==> src/include/srack_pkg.sv <==
package srack_pkg;
  // Register addresses (byte addresses on the 8-bit plain port)
  localparam logic [7:0] ADDR_MODEM_ACK  = 8'h75;
  localparam logic [7:0] ADDR_TX_ACK     = 8'h76;
  localparam logic [7:0] ADDR_RX_ACK     = 8'h77;
  localparam logic [7:0] ADDR_STATUS     = 8'h65;
  localparam logic [7:0] ADDR_CONTROL    = 8'h78;
  localparam logic [7:0] ADDR_IRQ_STATUS = 8'h79;
  localparam logic [7:0] ADDR_IRQ_MASK   = 8'h7a;
  localparam logic [7:0] ADDR_VECTOR     = 8'h7b;

  // Reset values
  localparam logic [7:0] ACK_RESET    = 8'h80;
  localparam logic [7:0] VECTOR_RESET = 8'h80;
  localparam logic [7:0] ZERO_BYTE    = 8'h00;

  // Control register fields
  localparam int CTRL_REG_ACK_EN = 0;
  localparam int CTRL_DAISY_EN   = 1;

  // Interrupt status fields
  localparam int IRQ_ACK_DONE   = 0;
  localparam int IRQ_ACK_EMPTY  = 1;
  localparam int IRQ_ACK_PASSED = 2;
  localparam int IRQ_STACK_OVF  = 3;
  localparam int IRQ_WIDTH      = 4;

  // Context codes
  localparam logic [1:0] CTX_NONE  = 2'h0;
  localparam logic [1:0] CTX_RX    = 2'h1;
  localparam logic [1:0] CTX_TX    = 2'h3;
  localparam logic [1:0] CTX_MODEM = 2'h2;

  // Vector layout: low three bits carry the request code
  localparam logic [2:0] CODE_NONE  = 3'h0;
  localparam logic [2:0] CODE_MODEM = 3'h1;
  localparam logic [2:0] CODE_TX    = 3'h2;
  localparam logic [2:0] CODE_RX    = 3'h3;
  localparam int         CODE_LSB   = 0;
  localparam int         CODE_MSB   = 2;
  localparam int         HIGH_LSB   = 3;
  localparam int         HIGH_MSB   = 7;

  // Context stack
  localparam int STACK_DEPTH = 3;
  localparam logic [1:0] STACK_TOP_IDX = 2'h2;

  typedef enum logic [1:0] {SRACK_MODEM, SRACK_TX, SRACK_RX} srack_class_t;
endpackage

==> src/include/srack_stack_if.sv <==
`timescale 1ns/100ps
interface srack_stack_if;
  logic       push;
  logic       pop;
  logic [1:0] pushCode;
  logic [1:0] topCode;
  logic       overflow;
  modport owner (output push, output pop, output pushCode, input topCode, input overflow);
  modport stack (input push, input pop, input pushCode, output topCode, output overflow);
endinterface

==> src/service_request_ack_status.sv <==
// Operation
// - Transmit pair in bits 3:2: shared line then local request.
// - Modem pair in bits 1:0 with the same encoding.
// - Receive pair in bits 5:4: 11 local, 10 external only.
// - Three acknowledge registers at 0x75, 0x76, 0x77, reset value 0x80.
// - Acknowledge registers are read-only; reads return the class vector.
// - Reading an acknowledge register performs an acknowledge cycle for that class.
// - A chained device downstream may claim the acknowledge and supply the vector.
// - The responding device drives the vector onto the data bus.
// - Status bits 7:6 give the current context code.
// - Each acknowledge cycle not passed down the chain pushes a context code onto the stack, unless the stack is full.
// - External bits follow the shared line; internal bits this device's request.
// - Acknowledge with no pending request returns code 000.
`timescale 1ns/100ps
module service_request_ack_status
(
  // Clock and reset
  input  wire logic       core_clk,
  input  wire logic       sys_rst,
  // Register port
  input  wire logic [7:0] regAddr,
  input  wire logic [7:0] regWrData,
  input  wire logic       regWrite,
  input  wire logic       regRead,
  output logic      [7:0] regRdData,
  // Local requests from the channels
  input  wire logic       rx_request_local,
  input  wire logic       tx_request_local,
  input  wire logic       modem_request_local,
  // Shared wire-OR request lines, active low, open drain
  input  wire logic       rxRequestSharedN,
  input  wire logic       txRequestSharedN,
  input  wire logic       modemRequestSharedN,
  output logic            rxRequestSharedOe,
  output logic            txRequestSharedOe,
  output logic            modemRequestSharedOe,
  // Daisy chain
  output logic            ackPassOut,
  output logic      [1:0] ackPassClass,
  input  wire logic       chainVectorValid,
  input  wire logic [7:0] chainVector,
  // Service end and interrupt
  input  wire logic       serviceDone,
  output logic            irq
);
  srack_stack_if st ();

  srack_context_stack u_stack
  (
    .core_clk (core_clk),
    .sys_rst  (sys_rst),
    .st       (st)
  );

  logic [2:0] sharedMeta;
  logic [2:0] sharedSync;
  logic       rx_request_shared_line;
  logic       tx_request_shared_line;
  logic       modem_request_shared_line;
  logic [7:0] control;
  logic [7:0] vectorBase;
  logic [srack_pkg::IRQ_WIDTH-1:0] irqStatus;
  logic [srack_pkg::IRQ_WIDTH-1:0] irqMask;
  logic [srack_pkg::IRQ_WIDTH-1:0] irqEvent;
  logic [srack_pkg::IRQ_WIDTH-1:0] next_irqStatus;
  logic [7:0] statusByte;
  logic [7:0] next_regRdData;
  logic       register_ack_enable;
  logic       daisyEnable;
  logic       selModem;
  logic       selTx;
  logic       selRx;
  logic       ackRead;
  logic       ackCycle;
  logic       localPending;
  logic       passDown;
  logic       pendingPass;
  logic       passDone;
  logic [2:0] ackCode;
  logic [1:0] ackCtx;
  logic [7:0] ackVector;
  srack_pkg::srack_class_t ackClass;

  function automatic logic [1:0] pairBits(input logic sharedLine, input logic localReq);
    pairBits = {sharedLine, localReq};
  endfunction

  // Shared lines pass two flip-flops
  always_ff @(posedge core_clk)
  begin
    if (sys_rst)
    begin
      sharedMeta <= 3'h0;
      sharedSync <= 3'h0;
    end
    else
    begin
      sharedMeta <= {~rxRequestSharedN, ~txRequestSharedN, ~modemRequestSharedN};
      sharedSync <= sharedMeta;
    end
  end

  assign rx_request_shared_line    = sharedSync[2] | rx_request_local;
  assign tx_request_shared_line    = sharedSync[1] | tx_request_local;
  assign modem_request_shared_line = sharedSync[0] | modem_request_local;

  // Own requests pull the shared lines low
  assign rxRequestSharedOe    = rx_request_local;
  assign txRequestSharedOe    = tx_request_local;
  assign modemRequestSharedOe = modem_request_local;

  assign statusByte = {st.topCode,
                       pairBits(rx_request_shared_line, rx_request_local),
                       pairBits(tx_request_shared_line, tx_request_local),
                       pairBits(modem_request_shared_line, modem_request_local)};

  assign register_ack_enable = control[srack_pkg::CTRL_REG_ACK_EN];
  assign daisyEnable         = control[srack_pkg::CTRL_DAISY_EN];

  // Acknowledge decode
  assign selModem = (regAddr == srack_pkg::ADDR_MODEM_ACK);
  assign selTx    = (regAddr == srack_pkg::ADDR_TX_ACK);
  assign selRx    = (regAddr == srack_pkg::ADDR_RX_ACK);
  assign ackRead  = regRead && (selModem || selTx || selRx);
  assign ackCycle = ackRead && register_ack_enable;
  assign ackClass = selModem ? srack_pkg::SRACK_MODEM : (selTx ? srack_pkg::SRACK_TX : srack_pkg::SRACK_RX);

  assign localPending = (ackClass == srack_pkg::SRACK_MODEM) ? modem_request_local :
                        (ackClass == srack_pkg::SRACK_TX) ? tx_request_local : rx_request_local;
  assign ackCode = !localPending ? srack_pkg::CODE_NONE :
                   (ackClass == srack_pkg::SRACK_MODEM) ? srack_pkg::CODE_MODEM :
                   (ackClass == srack_pkg::SRACK_TX) ? srack_pkg::CODE_TX : srack_pkg::CODE_RX;
  assign ackCtx  = (ackClass == srack_pkg::SRACK_MODEM) ? srack_pkg::CTX_MODEM :
                   (ackClass == srack_pkg::SRACK_TX) ? srack_pkg::CTX_TX : srack_pkg::CTX_RX;
  assign ackVector = {vectorBase[srack_pkg::HIGH_MSB:srack_pkg::HIGH_LSB], ackCode};

  // Chained device claims the cycle when this one has nothing and chaining is on
  assign passDown = ackCycle && daisyEnable && !localPending;
  assign passDone = pendingPass && chainVectorValid;

  // Context stack control
  assign st.push     = ackCycle && !passDown;
  assign st.pushCode = localPending ? ackCtx : srack_pkg::CTX_NONE;
  assign st.pop      = serviceDone;

  // Read data mux
  always_comb
  begin
    next_regRdData = srack_pkg::ZERO_BYTE;
    if (passDone)
      next_regRdData = chainVector;
    else if (ackRead && register_ack_enable && !passDown)
      next_regRdData = ackVector;
    else if (ackRead && !register_ack_enable)
      next_regRdData = srack_pkg::ACK_RESET;
    else if (regRead)
    begin
      unique case (regAddr)
        srack_pkg::ADDR_STATUS:     next_regRdData = statusByte;
        srack_pkg::ADDR_CONTROL:    next_regRdData = control;
        srack_pkg::ADDR_IRQ_STATUS: next_regRdData = {4'h0, irqStatus};
        srack_pkg::ADDR_IRQ_MASK:   next_regRdData = {4'h0, irqMask};
        srack_pkg::ADDR_VECTOR:     next_regRdData = vectorBase;
        default:                    next_regRdData = srack_pkg::ZERO_BYTE;
      endcase
    end
  end

  // Interrupt events, set wins over clear
  assign irqEvent = {st.overflow, passDown, ackCycle && !localPending, ackCycle && localPending};
  assign next_irqStatus = (regWrite && regAddr == srack_pkg::ADDR_IRQ_STATUS) ?
                          ((irqStatus & ~regWrData[srack_pkg::IRQ_WIDTH-1:0]) | irqEvent) :
                          (irqStatus | irqEvent);
  assign irq = |(irqStatus & irqMask);

  // Writes to acknowledge addresses fall through and change nothing
  always_ff @(posedge core_clk)
  begin
    if (sys_rst)
    begin
      control     <= srack_pkg::ZERO_BYTE;
      vectorBase  <= srack_pkg::VECTOR_RESET;
      irqMask     <= 4'h0;
      irqStatus   <= 4'h0;
      regRdData   <= srack_pkg::ZERO_BYTE;
      pendingPass <= 1'b0;
    end
    else
    begin
      irqStatus <= next_irqStatus;
      regRdData <= next_regRdData;
      if (regWrite && regAddr == srack_pkg::ADDR_CONTROL)
        control <= regWrData;
      if (regWrite && regAddr == srack_pkg::ADDR_VECTOR)
        vectorBase <= regWrData;
      if (regWrite && regAddr == srack_pkg::ADDR_IRQ_MASK)
        irqMask <= regWrData[srack_pkg::IRQ_WIDTH-1:0];
      if (passDown)
        pendingPass <= 1'b1;
      else if (passDone)
        pendingPass <= 1'b0;
    end
  end

  assign ackPassOut   = passDown;
  assign ackPassClass = ackCtx;
endmodule

==> src/srack_context_stack.sv <==
`timescale 1ns/100ps
module srack_context_stack
(
  // Clock and reset
  input wire logic    core_clk,
  input wire logic    sys_rst,
  // Stack port
  srack_stack_if.stack st
);
  logic [1:0] entry [srack_pkg::STACK_DEPTH];
  logic [1:0] depth;
  logic       full;
  logic       empty;

  assign full       = (depth == srack_pkg::STACK_TOP_IDX + 2'h1);
  assign empty      = (depth == 2'h0);
  assign st.topCode = empty ? srack_pkg::CTX_NONE : entry[depth - 2'h1];

  always_ff @(posedge core_clk)
  begin
    if (sys_rst)
    begin
      depth       <= 2'h0;
      st.overflow <= 1'b0;
      for (int i = 0; i < srack_pkg::STACK_DEPTH; i++)
        entry[i] <= srack_pkg::CTX_NONE;
    end
    else
    begin
      st.overflow <= st.push && full;
      if (st.push && !full)
      begin
        entry[depth] <= st.pushCode;
        depth        <= depth + 2'h1;
      end
      else if (st.pop && !empty)
        depth <= depth - 2'h1;
    end
  end
endmodule

==> config.mk <==
export PLATFORM = sky130hd
export DESIGN_NAME = service_request_ack_status
export DESIGN_NICKNAME = d
export VERILOG_FILES = /design/src/include/srack_pkg.sv /design/src/include/srack_stack_if.sv /design/src/service_request_ack_status.sv /design/src/srack_context_stack.sv
export SDC_FILE = /design/constraint.sdc
export NUM_CORES = 1
export LEC_CHECK = 0
export BUFFER_PORTS_ARGS = -buffer_cell sky130_fd_sc_hd__buf_2
export CORE_ASPECT_RATIO = 1.2
export CORE_MARGIN = 5
export CORE_UTILIZATION = 35
export CTS_CLUSTER_SIZE = 30
export DETAILED_ROUTE_END_ITERATION = 6
export GPL_TIMING_DRIVEN = 0
export PLACE_DENSITY = 0.68
export SLEW_MARGIN = 20
export SYNTH_ARGS = -nofsm -noshare
export SYNTH_HDL_FRONTEND = slang
export SYNTH_SLANG_ARGS = --single-unit
==> constraint.sdc <==
create_clock -name core_clk -period 1.8 [get_ports core_clk]
set_input_delay 0.18 -clock core_clk [delete_from_list [all_inputs] [get_ports core_clk]]
set_output_delay 0.18 -clock core_clk [all_outputs]
set_load 0.03 [all_outputs]
==> impl_metrics.prom, run 1 <==
# TYPE chip_impl_metric gauge
chip_impl_info{name="result_of_the_run",value="finished, final reports clean"} 1
chip_impl_metric{name="timing.critical_path.fanout_max",unit=""} 7
chip_impl_metric{name="detail_route.iter0.violations",unit=""} 224
chip_impl_metric{name="grt_start_max_net_pins",unit=""} 17
chip_impl_metric{name="std_cell_rows",unit=""} 34
chip_impl_metric{name="route.vias.total",unit=""} 2338
chip_impl_metric{name="post_dp_cell_area",unit="µm²"} 2990
chip_impl_info{name="largest_family_of_logic_cells_by_synthesized_area",value="simple AND/OR/NAND/NOR gates"} 1
chip_impl_metric{name="floorplan.initialDensity",unit="%"} 35.9
chip_impl_metric{name="count_of_nets_left_with_antenna_violations_after_detail_routing",unit=""} 0
chip_impl_info{name="clock_tree_root",value="sky130_fd_sc_hd__clkbuf_8"} 1
chip_impl_metric{name="place.detailed.hpwl",unit="mm"} 5.37
chip_impl_metric{name="synth_mux_area_share",unit="%"} 8.43
chip_impl_metric{name="cts.htree.levels",unit=""} 2
chip_impl_metric{name="synth-async-reset-ratio",unit="%"} 0
chip_impl_metric{name="synth_top_cell_area_share",unit="%"} 32.2
chip_impl_metric{name="clock_sink_count",unit=""} 50
chip_impl_metric{name="fp.coreArea",unit="µm²"} 7270
chip_impl_metric{name="finish.net_count",unit=""} 391
chip_impl_metric{name="timing_hold_violations_final",unit=""} 0
chip_impl_metric{name="period_minus_slack",unit="ns"} 1.73
chip_impl_metric{name="grt.overflow.total",unit=""} 0
chip_impl_metric{name="setup_total_negative_slack",unit="ns"} 0
chip_impl_metric{name="synth_compound_area_share",unit="%"} 18.4
chip_impl_metric{name="seq_power_share",unit="%"} 51.7
chip_impl_metric{name="synth_simple_gate_area_share",unit="%"} 24.0
chip_impl_metric{name="share_comb_of_total_power",unit="%"} 13.5
chip_impl_metric{name="ctsHoldBuffers",unit=""} 0
chip_impl_info{name="timing.critical_path.to_type",value="flop"} 1
chip_impl_metric{name="grt_pass1_wl",unit="mm"} 11.3
chip_impl_metric{name="synth_to_final_area_change",unit="%"} 23.6
chip_impl_metric{name="syn_area",unit="µm²"} 2610
chip_impl_metric{name="edff_count_synth",unit=""} 8
chip_impl_metric{name="detail_route.wl_per_cell",unit="µm"} 15.8
chip_impl_info{name="slowest_stage",value="sky130_fd_sc_hd__or4_4"} 1
chip_impl_metric{name="total_leakage_power",unit="nW"} 1.32
chip_impl_metric{name="cts_max_path_buffers",unit=""} 2
chip_impl_metric{name="clock_power_share",unit="%"} 34.7
chip_impl_metric{name="max_cap_viol_count",unit=""} 0
chip_impl_metric{name="chipHeight",unit="µm"} 105
chip_impl_metric{name="antennaDiodeCount",unit=""} 0
chip_impl_metric{name="crit_arrival",unit="ns"} 1.76
chip_impl_metric{name="n_fill_cell",unit=""} 726
chip_impl_metric{name="whs",unit="ns"} 0.0113
chip_impl_metric{name="cp_slowest_stage_delay",unit="ns"} 0.49
chip_impl_info{name="hold_class",value="input port to flop"} 1
chip_impl_metric{name="globalplace.congestion",unit=""} 0.898
chip_impl_metric{name="clock_skew",unit="ns"} 0.0144
chip_impl_metric{name="via_per_inst",unit=""} 5.29
chip_impl_info{name="cell_by_cell_listing_of_the_critical_path",value="inv_2 -> or4_4 -> a41oi_4 -> buf_6 -> nand2_1 -> nand2_2"} 1
chip_impl_metric{name="layout.core_utilization",unit="%"} 44.4
chip_impl_info{name="ys.flop_type",value="sky130_fd_sc_hd__dfxtp_1"} 1
chip_impl_metric{name="layout_cells_sized_above_1",unit="%"} 27.8
chip_impl_metric{name="layout_worst_path_cycle_share",unit="%"} 96.1
chip_impl_metric{name="synth.yosys.seq_area_share",unit="%"} 41.4
chip_impl_metric{name="worst-slew-pin-transition",unit="ns"} 0.670
chip_impl_metric{name="grt_antenna_before_repair",unit=""} 0
chip_impl_metric{name="switching_pwr",unit="mW"} 0.547
chip_impl_metric{name="final-setup-viol-count",unit=""} 0
chip_impl_info{name="tritoncts",value="done"} 1
chip_impl_metric{name="cp.required",unit="ns"} 1.83
chip_impl_metric{name="design.portCount",unit=""} 51
chip_impl_metric{name="clk_pin_slew_worst_paths",unit="ns"} 0.09
chip_impl_metric{name="synthesis.yosys.warnings",unit=""} 0
chip_impl_metric{name="placed_insts",unit=""} 428
chip_impl_metric{name="layout_setup_ws",unit="ns"} 0.0704
chip_impl_metric{name="cell_internal_pwr",unit="mW"} 1.70
chip_impl_metric{name="drt_first_pass_iters",unit=""} 4
chip_impl_metric{name="synth_cells",unit=""} 289
chip_impl_metric{name="seq_area",unit="µm²"} 1090
chip_impl_metric{name="cell_pwr_density",unit="nW/µm²"} 696
chip_impl_metric{name="ir_drop",unit="mV"} 0.353
chip_impl_metric{name="postLayoutCellArea",unit="µm²"} 3230
chip_impl_metric{name="yosys.area_share.xor_xnor",unit="%"} 0
chip_impl_metric{name="area_share_of_fa_ha_maj_cells_after_synthesis",unit="%"} 1.92
chip_impl_info{name="worst_setup_path_start_kind",value="flop"} 1
chip_impl_metric{name="synth.lib_cells_used.distinct",unit=""} 54
chip_impl_metric{name="numPortBuffers",unit=""} 48
chip_impl_metric{name="first_global_vias",unit=""} 2333
chip_impl_info{name="synth.top_cells.by_area",value="sky130_fd_sc_hd__dfxtp_1, sky130_fd_sc_hd__edfxtp_1, sky130_fd_sc_hd__mux2i_1"} 1
chip_impl_metric{name="multiInputGateArea",unit="µm²"} 1450
chip_impl_metric{name="clock.fmax",unit="GHz"} 0.578
chip_impl_metric{name="insertion_delay",unit="ns"} 0.30
chip_impl_metric{name="pre_cts_ws",unit="ns"} -0.296
chip_impl_metric{name="dieWidth",unit="µm"} 88.9
chip_impl_metric{name="post-route-drc-count",unit=""} 0
chip_impl_metric{name="maxSlewHeadroom",unit="%"} 55.0
chip_impl_metric{name="syn-mean-instance-area",unit="µm²"} 9.04
chip_impl_info{name="synth_top_cell_by_area",value="sky130_fd_sc_hd__dfxtp_1"} 1
chip_impl_metric{name="yosys_register_bits",unit=""} 50
chip_impl_metric{name="numCtsBuffers",unit=""} 5
chip_impl_metric{name="sw_frac_of_total",unit="%"} 24.3
chip_impl_metric{name="fp.dieArea",unit="µm²"} 9300
chip_impl_metric{name="timing.final.max_slew_violations",unit=""} 0
chip_impl_metric{name="routed_wirelength",unit="mm"} 6.99
chip_impl_info{name="criticalPathCategory",value="flop to flop"} 1
chip_impl_metric{name="p_total",unit="mW"} 2.25
chip_impl_metric{name="layout.cells.non_filler",unit=""} 442
chip_impl_metric{name="all_layer_gr_usage",unit="%"} 15.5
==> power groups by stage <==
stage                     clock network (mW)  logic (mW)  registers (mW)
after CTS                              0.794       0.288            1.17
after global routing                   0.855       0.331            1.17
after floorplan                            0       0.171            1.19
after detailed placement                   0       0.270            1.19
after global placement                     0       0.267            1.19
final                                  0.781       0.304            1.16
==> critical path: cells and delay by family (launching register included) <==
kind	cells	cell delay [ns]
buffers and inverters	2	0.22
AOI/OAI and AO/OA	1	0.25
and+or+nand+nor	3	0.65
DFF	1	0.35
==> state kept, by name, summed over array words and instances (netlist names) <==
register / cells
control: 8
regRdData: 8
u_stack.entry: 8
vectorBase: 8
irqMask: 4
irqStatus: 4
sharedMeta: 3
sharedSync: 3
u_stack.depth: 2
pendingPass: 1
u_stack.st.overflow: 1
==> cells in the mapped netlist (2+ instances only) <==
cell / count
sky130_fd_sc_hd__and3_1: 8
sky130_fd_sc_hd__nor3_2: 2
sky130_fd_sc_hd__a31oi_1: 5
sky130_fd_sc_hd__nand4b_1: 2
sky130_fd_sc_hd__buf_4: 4
sky130_fd_sc_hd__a221o_1: 2
sky130_fd_sc_hd__mux4_2: 2
sky130_fd_sc_hd__nor2b_1: 7
sky130_fd_sc_hd__a21oi_1: 19
sky130_fd_sc_hd__ha_1: 4
sky130_fd_sc_hd__nand2b_1: 5
sky130_fd_sc_hd__a32o_1: 3
sky130_fd_sc_hd__buf_1: 2
sky130_fd_sc_hd__a22o_1: 4
sky130_fd_sc_hd__buf_6: 2
sky130_fd_sc_hd__dfxtp_1: 42
sky130_fd_sc_hd__edfxtp_1: 8
sky130_fd_sc_hd__clkbuf_1: 8
sky130_fd_sc_hd__nand3b_1: 2
sky130_fd_sc_hd__o31ai_1: 2
sky130_fd_sc_hd__mux2i_1: 16
sky130_fd_sc_hd__nor3_1: 2
sky130_fd_sc_hd__o21ai_0: 16
sky130_fd_sc_hd__buf_2: 2
sky130_fd_sc_hd__a22oi_1: 2
sky130_fd_sc_hd__and3b_1: 2
sky130_fd_sc_hd__nor2_1: 31
sky130_fd_sc_hd__nand3_1: 16
sky130_fd_sc_hd__o32a_1: 3
sky130_fd_sc_hd__nand2_1: 30
sky130_fd_sc_hd__inv_1: 13
==> cells in the final DEF, fill, tap and decap left out, types with 3 or more instances in the layout <==
cell	Yosys	final
sky130_fd_sc_hd__clkbuf_8	0	5
sky130_fd_sc_hd__a21oi_1	19	18
sky130_fd_sc_hd__nor3_2	2	3
sky130_fd_sc_hd__nand2_1	30	29
sky130_fd_sc_hd__a22o_1	4	4
sky130_fd_sc_hd__and3_1	8	7
sky130_fd_sc_hd__mux2i_1	16	16
sky130_fd_sc_hd__a32o_1	3	3
sky130_fd_sc_hd__buf_2	2	49
sky130_fd_sc_hd__a31oi_1	5	5
sky130_fd_sc_hd__clkbuf_1	8	6
sky130_fd_sc_hd__inv_1	13	12
sky130_fd_sc_hd__nand2b_1	5	5
sky130_fd_sc_hd__ha_1	4	3
sky130_fd_sc_hd__nand3_1	16	14
sky130_fd_sc_hd__dfxtp_1	42	39
sky130_fd_sc_hd__buf_4	4	11
sky130_fd_sc_hd__nor2_1	31	31
sky130_fd_sc_hd__edfxtp_1	8	8
sky130_fd_sc_hd__o32a_1	3	3
sky130_fd_sc_hd__nor2b_1	7	7
sky130_fd_sc_hd__o21ai_0	16	16
==> layout make-up <==
cell class	instances	area share (%)
Inverter	13	1.51
Tap cell	90	3.49
Clock inverter	3	1.32
Sequential cell	50	33.7
Multi-Input combinational cell	209	44.8
Clock buffer	5	2.13
Buffer	17	3.49
Timing Repair Buffer	55	9.53
==> final timing paths <==
check / slack (ns) / cells after the start / to / start
setup reg to reg: 0.07 / 6 / u_stack.entry[1][1] / control[0]
hold reg to reg: 0.45 / 1 / sharedSync[1] / sharedMeta[1]
setup / recovery: 0.07 / 6 / u_stack.entry[1][1] / control[0]
hold / removal: 0.01 / 2 / sharedMeta[2] / rxRequestSharedN
==> kinds of logic (layout without fill, tap and decap cells) <==
family	Yosys count	count (layout)
AOI/OAI and AO/OA	67	67
muxes	19	19
DFF	50	50
buffers and inverters	31	93
and+or+nand+nor	117	117
adders and majority gates	4	4
other	1	2
==> per-layer routing <==
layer	wire [µm]	share of wire (%)	global-route usage, %	vias to the layer above
met1	3000	43	19.6	1114
met3	322	4.6	2.28	13
met5	0	0	0	-
li1	-	-	-	1156
met4	185	2.6	6.59	0
met2	3480	50	25.7	55
==> repair_timing <==
item	in CTS	in global routing
hold endpoints to repair	0	0
endpoints found under the setup margin	11	17
cloned	0	0
pin swaps	3	5
gates resized for setup	10	10
buffers inserted	5	2
Power figures use the tool's default switching activity.
==> run 2: changes to the inputs <==
Settings changed: CORE_UTILIZATION 35 to 32, CTS_BUF_LIST from default to sky130_fd_sc_hd__clkbuf_4, PLACE_DENSITY 0.68 to 0.64, SETUP_SLACK_MARGIN from default to 0.1.
==> run 2 against run 1 <==
Hold slack improved by 0.035 ns. Non-clock buffer count up 10. Combinational power is 8.9% higher. Core utilization decreased by 3.2 points. Critical path depth decreased by 1. Sequential power about the same.
==> impl_metrics.prom, run 2 (synthesis gave the netlist of run 1 again) <==
# TYPE chip_impl_metric gauge
chip_impl_metric{name="share_comb_of_total_power",unit="%"} 16.3
chip_impl_info{name="layout_common_cells",value="sky130_fd_sc_hd__buf_2, sky130_fd_sc_hd__dfxtp_1, sky130_fd_sc_hd__nor2_1"} 1
chip_impl_info{name="worst_setup_path_start_kind",value="flop"} 1
chip_impl_metric{name="maxSlewHeadroom",unit="%"} 54.1
chip_impl_info{name="timing.critical_path.to_type",value="flop"} 1
chip_impl_metric{name="clock_power_share",unit="%"} 26.4
chip_impl_metric{name="grt_start_max_net_pins",unit=""} 17
chip_impl_metric{name="clock_sink_count",unit=""} 50
chip_impl_metric{name="floorplan.initialDensity",unit="%"} 32.4
chip_impl_metric{name="postLayoutCellArea",unit="µm²"} 3320
chip_impl_metric{name="placed_insts",unit=""} 433
chip_impl_metric{name="total_leakage_power",unit="nW"} 1.36
chip_impl_metric{name="finish.net_count",unit=""} 401
chip_impl_metric{name="max_cap_viol_count",unit=""} 0
chip_impl_metric{name="drt_first_pass_iters",unit=""} 4
chip_impl_metric{name="synth_to_final_area_change",unit="%"} 27.1
chip_impl_metric{name="detail_route.wl_per_cell",unit="µm"} 16.0
chip_impl_metric{name="count_of_nets_left_with_antenna_violations_after_detail_routing",unit=""} 0
chip_impl_info{name="clock_tree_root",value="sky130_fd_sc_hd__clkbuf_4"} 1
chip_impl_metric{name="fp.dieArea",unit="µm²"} 10100
chip_impl_metric{name="clock.fmax",unit="GHz"} 0.581
chip_impl_metric{name="layout_cells_sized_above_1",unit="%"} 32.6
chip_impl_metric{name="final-setup-viol-count",unit=""} 0
chip_impl_metric{name="cell_internal_pwr",unit="mW"} 1.48
chip_impl_metric{name="fp.coreArea",unit="µm²"} 8060
chip_impl_metric{name="cts_max_path_buffers",unit=""} 2
chip_impl_metric{name="worst-slew-pin-transition",unit="ns"} 0.684
chip_impl_metric{name="r2r_slack",unit="ns"} 0.08
chip_impl_metric{name="ir_drop",unit="mV"} 0.308
chip_impl_metric{name="detail_route.iter0.violations",unit=""} 175
chip_impl_metric{name="cp.required",unit="ns"} 1.93
chip_impl_info{name="criticalPathCategory",value="flop to flop"} 1
chip_impl_metric{name="clk_pin_slew_worst_paths",unit="ns"} 0.16
chip_impl_metric{name="layout_setup_ws",unit="ns"} 0.0785
chip_impl_metric{name="p_total",unit="mW"} 2.03
chip_impl_metric{name="routed_wirelength",unit="mm"} 7.32
chip_impl_metric{name="r2r_cells",unit=""} 5
chip_impl_metric{name="chipHeight",unit="µm"} 109
chip_impl_metric{name="holdPathStages",unit=""} 3
chip_impl_metric{name="design.portCount",unit=""} 51
chip_impl_metric{name="n_fill_cell",unit=""} 812
chip_impl_info{name="reg2reg_from",value="control[0]"} 1
chip_impl_info{name="tritoncts",value="done"} 1
chip_impl_info{name="origin_of_the_worst_min_delay_path",value="chainVector[2]"} 1
chip_impl_metric{name="grt_antenna_before_repair",unit=""} 1
chip_impl_info{name="rsz0062_at_grt",value="true"} 1
chip_impl_metric{name="globalplace.congestion",unit=""} 0.845
chip_impl_metric{name="std_cell_rows",unit=""} 36
chip_impl_metric{name="period_minus_slack",unit="ns"} 1.72
chip_impl_info{name="result_of_the_run",value="finished, final reports clean"} 1
chip_impl_metric{name="cell_pwr_density",unit="nW/µm²"} 612
chip_impl_metric{name="switching_pwr",unit="mW"} 0.555
chip_impl_metric{name="grt_pass1_wl",unit="mm"} 11.6
chip_impl_metric{name="timing.final.max_slew_violations",unit=""} 0
chip_impl_metric{name="clock_skew",unit="ns"} 0.0263
chip_impl_metric{name="whs",unit="ns"} 0.0466
chip_impl_metric{name="dieWidth",unit="µm"} 92.5
chip_impl_metric{name="layout_worst_path_cycle_share",unit="%"} 95.6
chip_impl_metric{name="layout.cells.non_filler",unit=""} 458
chip_impl_info{name="crit-reg2reg-capture",value="u_stack.entry[2][0]"} 1
chip_impl_metric{name="via_per_inst",unit=""} 5.26
chip_impl_info{name="hold_worst_path_end",value="regRdData[2]"} 1
chip_impl_metric{name="place.detailed.hpwl",unit="mm"} 5.52
chip_impl_metric{name="sw_frac_of_total",unit="%"} 27.3
chip_impl_metric{name="post-route-drc-count",unit=""} 0
chip_impl_info{name="hold_class",value="input port to flop"} 1
chip_impl_metric{name="first_global_vias",unit=""} 2425
chip_impl_metric{name="seq_power_share",unit="%"} 57.3
chip_impl_metric{name="numPortBuffers",unit=""} 48
chip_impl_info{name="final_common_cell",value="sky130_fd_sc_hd__buf_2"} 1
chip_impl_metric{name="numCtsBuffers",unit=""} 5
chip_impl_metric{name="all_layer_gr_usage",unit="%"} 14.6
chip_impl_metric{name="pre_cts_ws",unit="ns"} -0.288
chip_impl_metric{name="grt.overflow.total",unit=""} 0
chip_impl_metric{name="crit_arrival",unit="ns"} 1.85
chip_impl_metric{name="cts.htree.levels",unit=""} 2
chip_impl_metric{name="post_dp_cell_area",unit="µm²"} 3000
chip_impl_metric{name="timing.critical_path.fanout_max",unit=""} 8
chip_impl_metric{name="timing_hold_violations_final",unit=""} 0
chip_impl_metric{name="route.vias.total",unit=""} 2408
chip_impl_metric{name="insertion_delay",unit="ns"} 0.38
-- run 2: cell count changes in the layout (fill, tap and decap cells not counted), moves of 3 or more --
cell                            change
sky130_fd_sc_hd__clkbuf_4           +7
sky130_fd_sc_hd__clkbuf_8           -5
sky130_fd_sc_hd__buf_6              +4
sky130_fd_sc_hd__nand2_1            -4
sky130_fd_sc_hd__nand2_2            +4
sky130_fd_sc_hd__dlygate4sd3_1      +3
sky130_fd_sc_hd__inv_1              -3
sky130_fd_sc_hd__inv_2              +3
sky130_fd_sc_hd__o21ai_0            -3
-- run 2: layout make-up --
| class | instances | area, µm² | area share (%) |
|---|---|---|---|
| Multi-Input combinational cell | 209 | 1470 | 44.4 |
| Sequential cell | 50 | 1090 | 32.8 |
| Timing Repair Buffer | 64 | 410 | 12.4 |
| Buffer | 18 | 120 | 3.62 |
| Tap cell | 95 | 119 | 3.58 |
| Inverter | 13 | 48.8 | 1.47 |
| Clock buffer | 6 | 45.0 | 1.36 |
| Clock inverter | 2 | 13.8 | 0.415 |
| Antenna cell | 1 | 2.50 | 0.0754 |
-- run 2: stage by stage --
step                setup TNS, ns  utilization, %
finish                          0            41.2
global route                    0            41.2
CTS                             0            40.3
detailed placement          -6.39            37.2
global placement            -6.42            37.2
floorplan                       0               -
-- run 2: worst max-delay path by stage --
| stage | startpoint | endpoint | slack (ns) | depth (start not counted) |
|---|---|---|---|---|
| 5_1_grt | control[0] | u_stack.depth[0] | 0.04 | 6 |
| 6_report | control[0] | u_stack.entry[2][0] | 0.08 | 5 |
| 2_1_floorplan | regAddr[4] | u_stack.entry[2][0] | 0.01 | 6 |
| 3_3_place_gp | regAddr[7] | u_stack.entry[2][1] | -0.27 | 7 |
| 4_1_cts | control[0] | u_stack.depth[0] | 0.08 | 6 |
| 3_5_place_dp | regAddr[7] | u_stack.entry[2][1] | -0.29 | 7 |
-- run 2: worst max-delay path: stages, from the launching register on --
cell and delay [ns]:
sky130_fd_sc_hd__dfxtp_2 0.36, sky130_fd_sc_hd__inv_2 0.05, sky130_fd_sc_hd__or4_4 0.50, sky130_fd_sc_hd__a41oi_4 0.24, sky130_fd_sc_hd__buf_6 0.18, sky130_fd_sc_hd__a31o_4 0.16
-- run 2: power by group through the flow --
stage / Sequential, mW / Combinational, mW / Clock (mW)
2_1_floorplan: 1.19 / 0.172 / 0
3_3_place_gp: 1.19 / 0.268 / 0
3_5_place_dp: 1.19 / 0.274 / 0
4_1_cts: 1.16 / 0.320 / 0.552
5_1_grt: 1.17 / 0.357 / 0.596
6_report: 1.16 / 0.331 / 0.537
-- run 2: routing by layer --
layer | part of all wire (%) | vias to the layer above | routed length [µm] | GRT usage (%)
met5 | 0 | - | 0 | 0
met2 | 53 | 70 | 3910 | 27.6
met3 | 5.4 | 10 | 393 | 2.28
met1 | 39 | 1154 | 2870 | 16.6
met4 | 2.0 | 0 | 146 | 4.99
li1 | - | 1174 | - | -
-- run 2: what timing repair did --
action | 4_1_cts | 5_1_grt
endpoints found under the hold margin | 3 | 0
setup endpoints to repair | 19 | 16
hold buffers | 3 | 0
buffers inserted | 12 | 1
resized for setup | 16 | 23
pin swaps | 4 | 12
==> run 3: changes to the inputs <==
Settings changed: CORE_UTILIZATION 32 to 35, PLACE_DENSITY 0.64 to 0.68.
==> run 3 against run 2 <==
Fmax down 0.97%. First-iteration DRC count up 18%. Sequential power about the same. Global-route usage up 0.59 points. Core utilization up 4.1 points. Cell count down 1.7%. Largest power group unchanged. Setup slack worse by 0.017 ns. Clock skew down 0.0096 ns. Via count down 0.37%. Critical path depth unchanged. Count of clock-buffer cells in the layout down 1.
==> impl_metrics.prom, run 3 (synthesis gave the netlist of run 1 again) <==
# TYPE chip_impl_metric gauge
chip_impl_info{name="cell_by_cell_listing_of_the_critical_path",value="inv_2 -> or4_4 -> a41oi_4 -> buf_6 -> a31o_4"} 1
chip_impl_metric{name="grt_pass1_wl",unit="mm"} 11.0
chip_impl_metric{name="clock.fmax",unit="GHz"} 0.575
chip_impl_metric{name="first_global_vias",unit=""} 2238
chip_impl_info{name="criticalPathCategory",value="flop to flop"} 1
chip_impl_metric{name="maxSlewHeadroom",unit="%"} 54.2
chip_impl_metric{name="cp_slowest_stage_delay",unit="ns"} 0.49
chip_impl_metric{name="n_fill_cell",unit=""} 717
chip_impl_metric{name="critical_path_depth",unit=""} 5
chip_impl_metric{name="cts_max_path_buffers",unit=""} 2
chip_impl_metric{name="detail_route.wl_per_cell",unit="µm"} 16.0
chip_impl_metric{name="post-route-drc-count",unit=""} 0
chip_impl_metric{name="cell_pwr_density",unit="nW/µm²"} 648
chip_impl_metric{name="route.vias.total",unit=""} 2399
chip_impl_metric{name="all_layer_gr_usage",unit="%"} 15.2
chip_impl_metric{name="placed_insts",unit=""} 428
chip_impl_metric{name="final-setup-viol-count",unit=""} 0
chip_impl_metric{name="timing_hold_violations_final",unit=""} 0
chip_impl_metric{name="design.portCount",unit=""} 51
chip_impl_metric{name="clk_pin_slew_worst_paths",unit="ns"} 0.15
chip_impl_metric{name="fp.coreArea",unit="µm²"} 7270
chip_impl_metric{name="layout_worst_path_cycle_share",unit="%"} 96.6
chip_impl_metric{name="chipHeight",unit="µm"} 105
chip_impl_metric{name="floorplan.initialDensity",unit="%"} 35.9
chip_impl_info{name="clock_tree_root",value="sky130_fd_sc_hd__clkbuf_4"} 1
chip_impl_metric{name="cts.htree.levels",unit=""} 2
chip_impl_metric{name="period_minus_slack",unit="ns"} 1.74
chip_impl_metric{name="ir_drop",unit="mV"} 0.373
chip_impl_metric{name="layout_cells_sized_above_1",unit="%"} 30.4
chip_impl_metric{name="routed_wirelength",unit="mm"} 7.18
chip_impl_info{name="rsz0062_at_grt",value="true"} 1
chip_impl_metric{name="fp.dieArea",unit="µm²"} 9300
chip_impl_metric{name="via_per_inst",unit=""} 5.33
chip_impl_metric{name="cp.required",unit="ns"} 1.91
chip_impl_metric{name="numCtsBuffers",unit=""} 5
chip_impl_metric{name="clock_skew",unit="ns"} 0.0167
chip_impl_metric{name="total_leakage_power",unit="nW"} 1.35
chip_impl_metric{name="max_cap_viol_count",unit=""} 0
chip_impl_metric{name="timing.final.max_slew_violations",unit=""} 0
chip_impl_metric{name="total_buffers_and_inverters_traversed_by_the_critical_path",unit=""} 2
chip_impl_info{name="worst_setup_path_start_kind",value="flop"} 1
chip_impl_info{name="layout_common_cells",value="sky130_fd_sc_hd__buf_2, sky130_fd_sc_hd__dfxtp_1, sky130_fd_sc_hd__nor2_1"} 1
chip_impl_metric{name="grt.overflow.total",unit=""} 0
chip_impl_info{name="critical_path.top_delay_family",value="simple AND/OR/NAND/NOR gates"} 1
chip_impl_info{name="final_common_cell",value="sky130_fd_sc_hd__buf_2"} 1
chip_impl_metric{name="globalplace.congestion",unit=""} 0.884
chip_impl_metric{name="place.detailed.hpwl",unit="mm"} 5.46
chip_impl_metric{name="std_cell_rows",unit=""} 34
chip_impl_info{name="timing.critical_path.to_type",value="flop"} 1
chip_impl_info{name="hold_class",value="input port to flop"} 1
chip_impl_metric{name="dieWidth",unit="µm"} 88.9
chip_impl_metric{name="r2r_cells",unit=""} 5
chip_impl_metric{name="p_total",unit="mW"} 2.13
chip_impl_info{name="slowest_stage",value="sky130_fd_sc_hd__or4_4"} 1
chip_impl_metric{name="synth_to_final_area_change",unit="%"} 26.2
chip_impl_metric{name="crit_arrival",unit="ns"} 1.85
chip_impl_metric{name="clock_sink_count",unit=""} 50
chip_impl_metric{name="grt_antenna_before_repair",unit=""} 1
chip_impl_metric{name="worst-slew-pin-transition",unit="ns"} 0.681
chip_impl_info{name="tritoncts",value="done"} 1
chip_impl_metric{name="grt_start_max_net_pins",unit=""} 17
chip_impl_metric{name="timing.critical_path.fanout_max",unit=""} 8
chip_impl_metric{name="numPortBuffers",unit=""} 48
chip_impl_metric{name="count_of_nets_left_with_antenna_violations_after_detail_routing",unit=""} 0
chip_impl_metric{name="detail_route.iter0.violations",unit=""} 207
chip_impl_metric{name="finish.net_count",unit=""} 398
chip_impl_metric{name="drt_first_pass_iters",unit=""} 5
chip_impl_info{name="result_of_the_run",value="finished, final reports clean"} 1
chip_impl_metric{name="insertion_delay",unit="ns"} 0.37
chip_impl_metric{name="holdPathStages",unit=""} 3
chip_impl_metric{name="layout.cells.non_filler",unit=""} 450
## run 3: changes by cell type in the layout (fill, tap and decap cells not counted), sizes merged
cell    delta
buf        -3
clkbuf     -1
bufinv     +1
## run 3: worst paths after layout
check	end	slack, ns	startpoint
setup / recovery	u_stack.entry[2][0]	0.06	control[0]
setup reg to reg	u_stack.entry[2][0]	0.06	control[0]
hold reg to reg	sharedSync[0]	0.46	sharedMeta[0]
hold / removal	vectorBase[7]	0.05	regWrData[7]
## run 3: report_power, final
group	leakage [nW]	switching (mW)	internal, mW
clock network	0.0432	0.353	0.293
registers	0.423	0.00885	1.16
logic	0.885	0.178	0.145
total	1.35	0.540	1.59
## run 3: worst register-to-register path, delay by kind of cell (launching register included)
family | cells | cell delay [ns]
flops | 1 | 0.36
buf+inv | 2 | 0.23
compound gates | 2 | 0.42
simple gates | 1 | 0.49
## run 3: area by class of cell
type | instances | area, µm² | area share [%]
Clock inverter | 3 | 42.5 | 1.29
Inverter | 13 | 48.8 | 1.48
Clock buffer | 5 | 37.5 | 1.14
Buffer | 18 | 118 | 3.57
Antenna cell | 1 | 2.50 | 0.0760
Timing Repair Buffer | 61 | 375 | 11.4
Tap cell | 90 | 113 | 3.42
Multi-Input combinational cell | 209 | 1470 | 44.6
Sequential cell | 50 | 1090 | 33.0
## run 3: what timing repair did
action	CTS	global route
gates resized for setup	17	17
setup buffers	9	1
pin swaps	2	12
endpoints found under the hold margin	3	0
endpoints found under the setup margin	19	16
hold buffers	3	0
## run 3: layer usage
metal	routed length (µm)	track usage, %
met4	180	7.13
met2	3740	25.7
met5	0	0
met1	2870	18.4
met3	390	2.28
## run 3: stage by stage
step	cell area [µm²]	setup TNS, ns	util (%)	setup WS, ns	hold slack [ns]
floorplan	2640	0	-	0.0120	0.247
global placement	2990	-6.41	41.2	-0.264	0.332
detailed placement	2990	-7.20	41.2	-0.300	0.335
CTS	3230	0	44.4	0.0673	0.0410
global route	3290	0	45.3	0.0199	0.0427
finish	3290	0	45.3	0.0616	0.0514
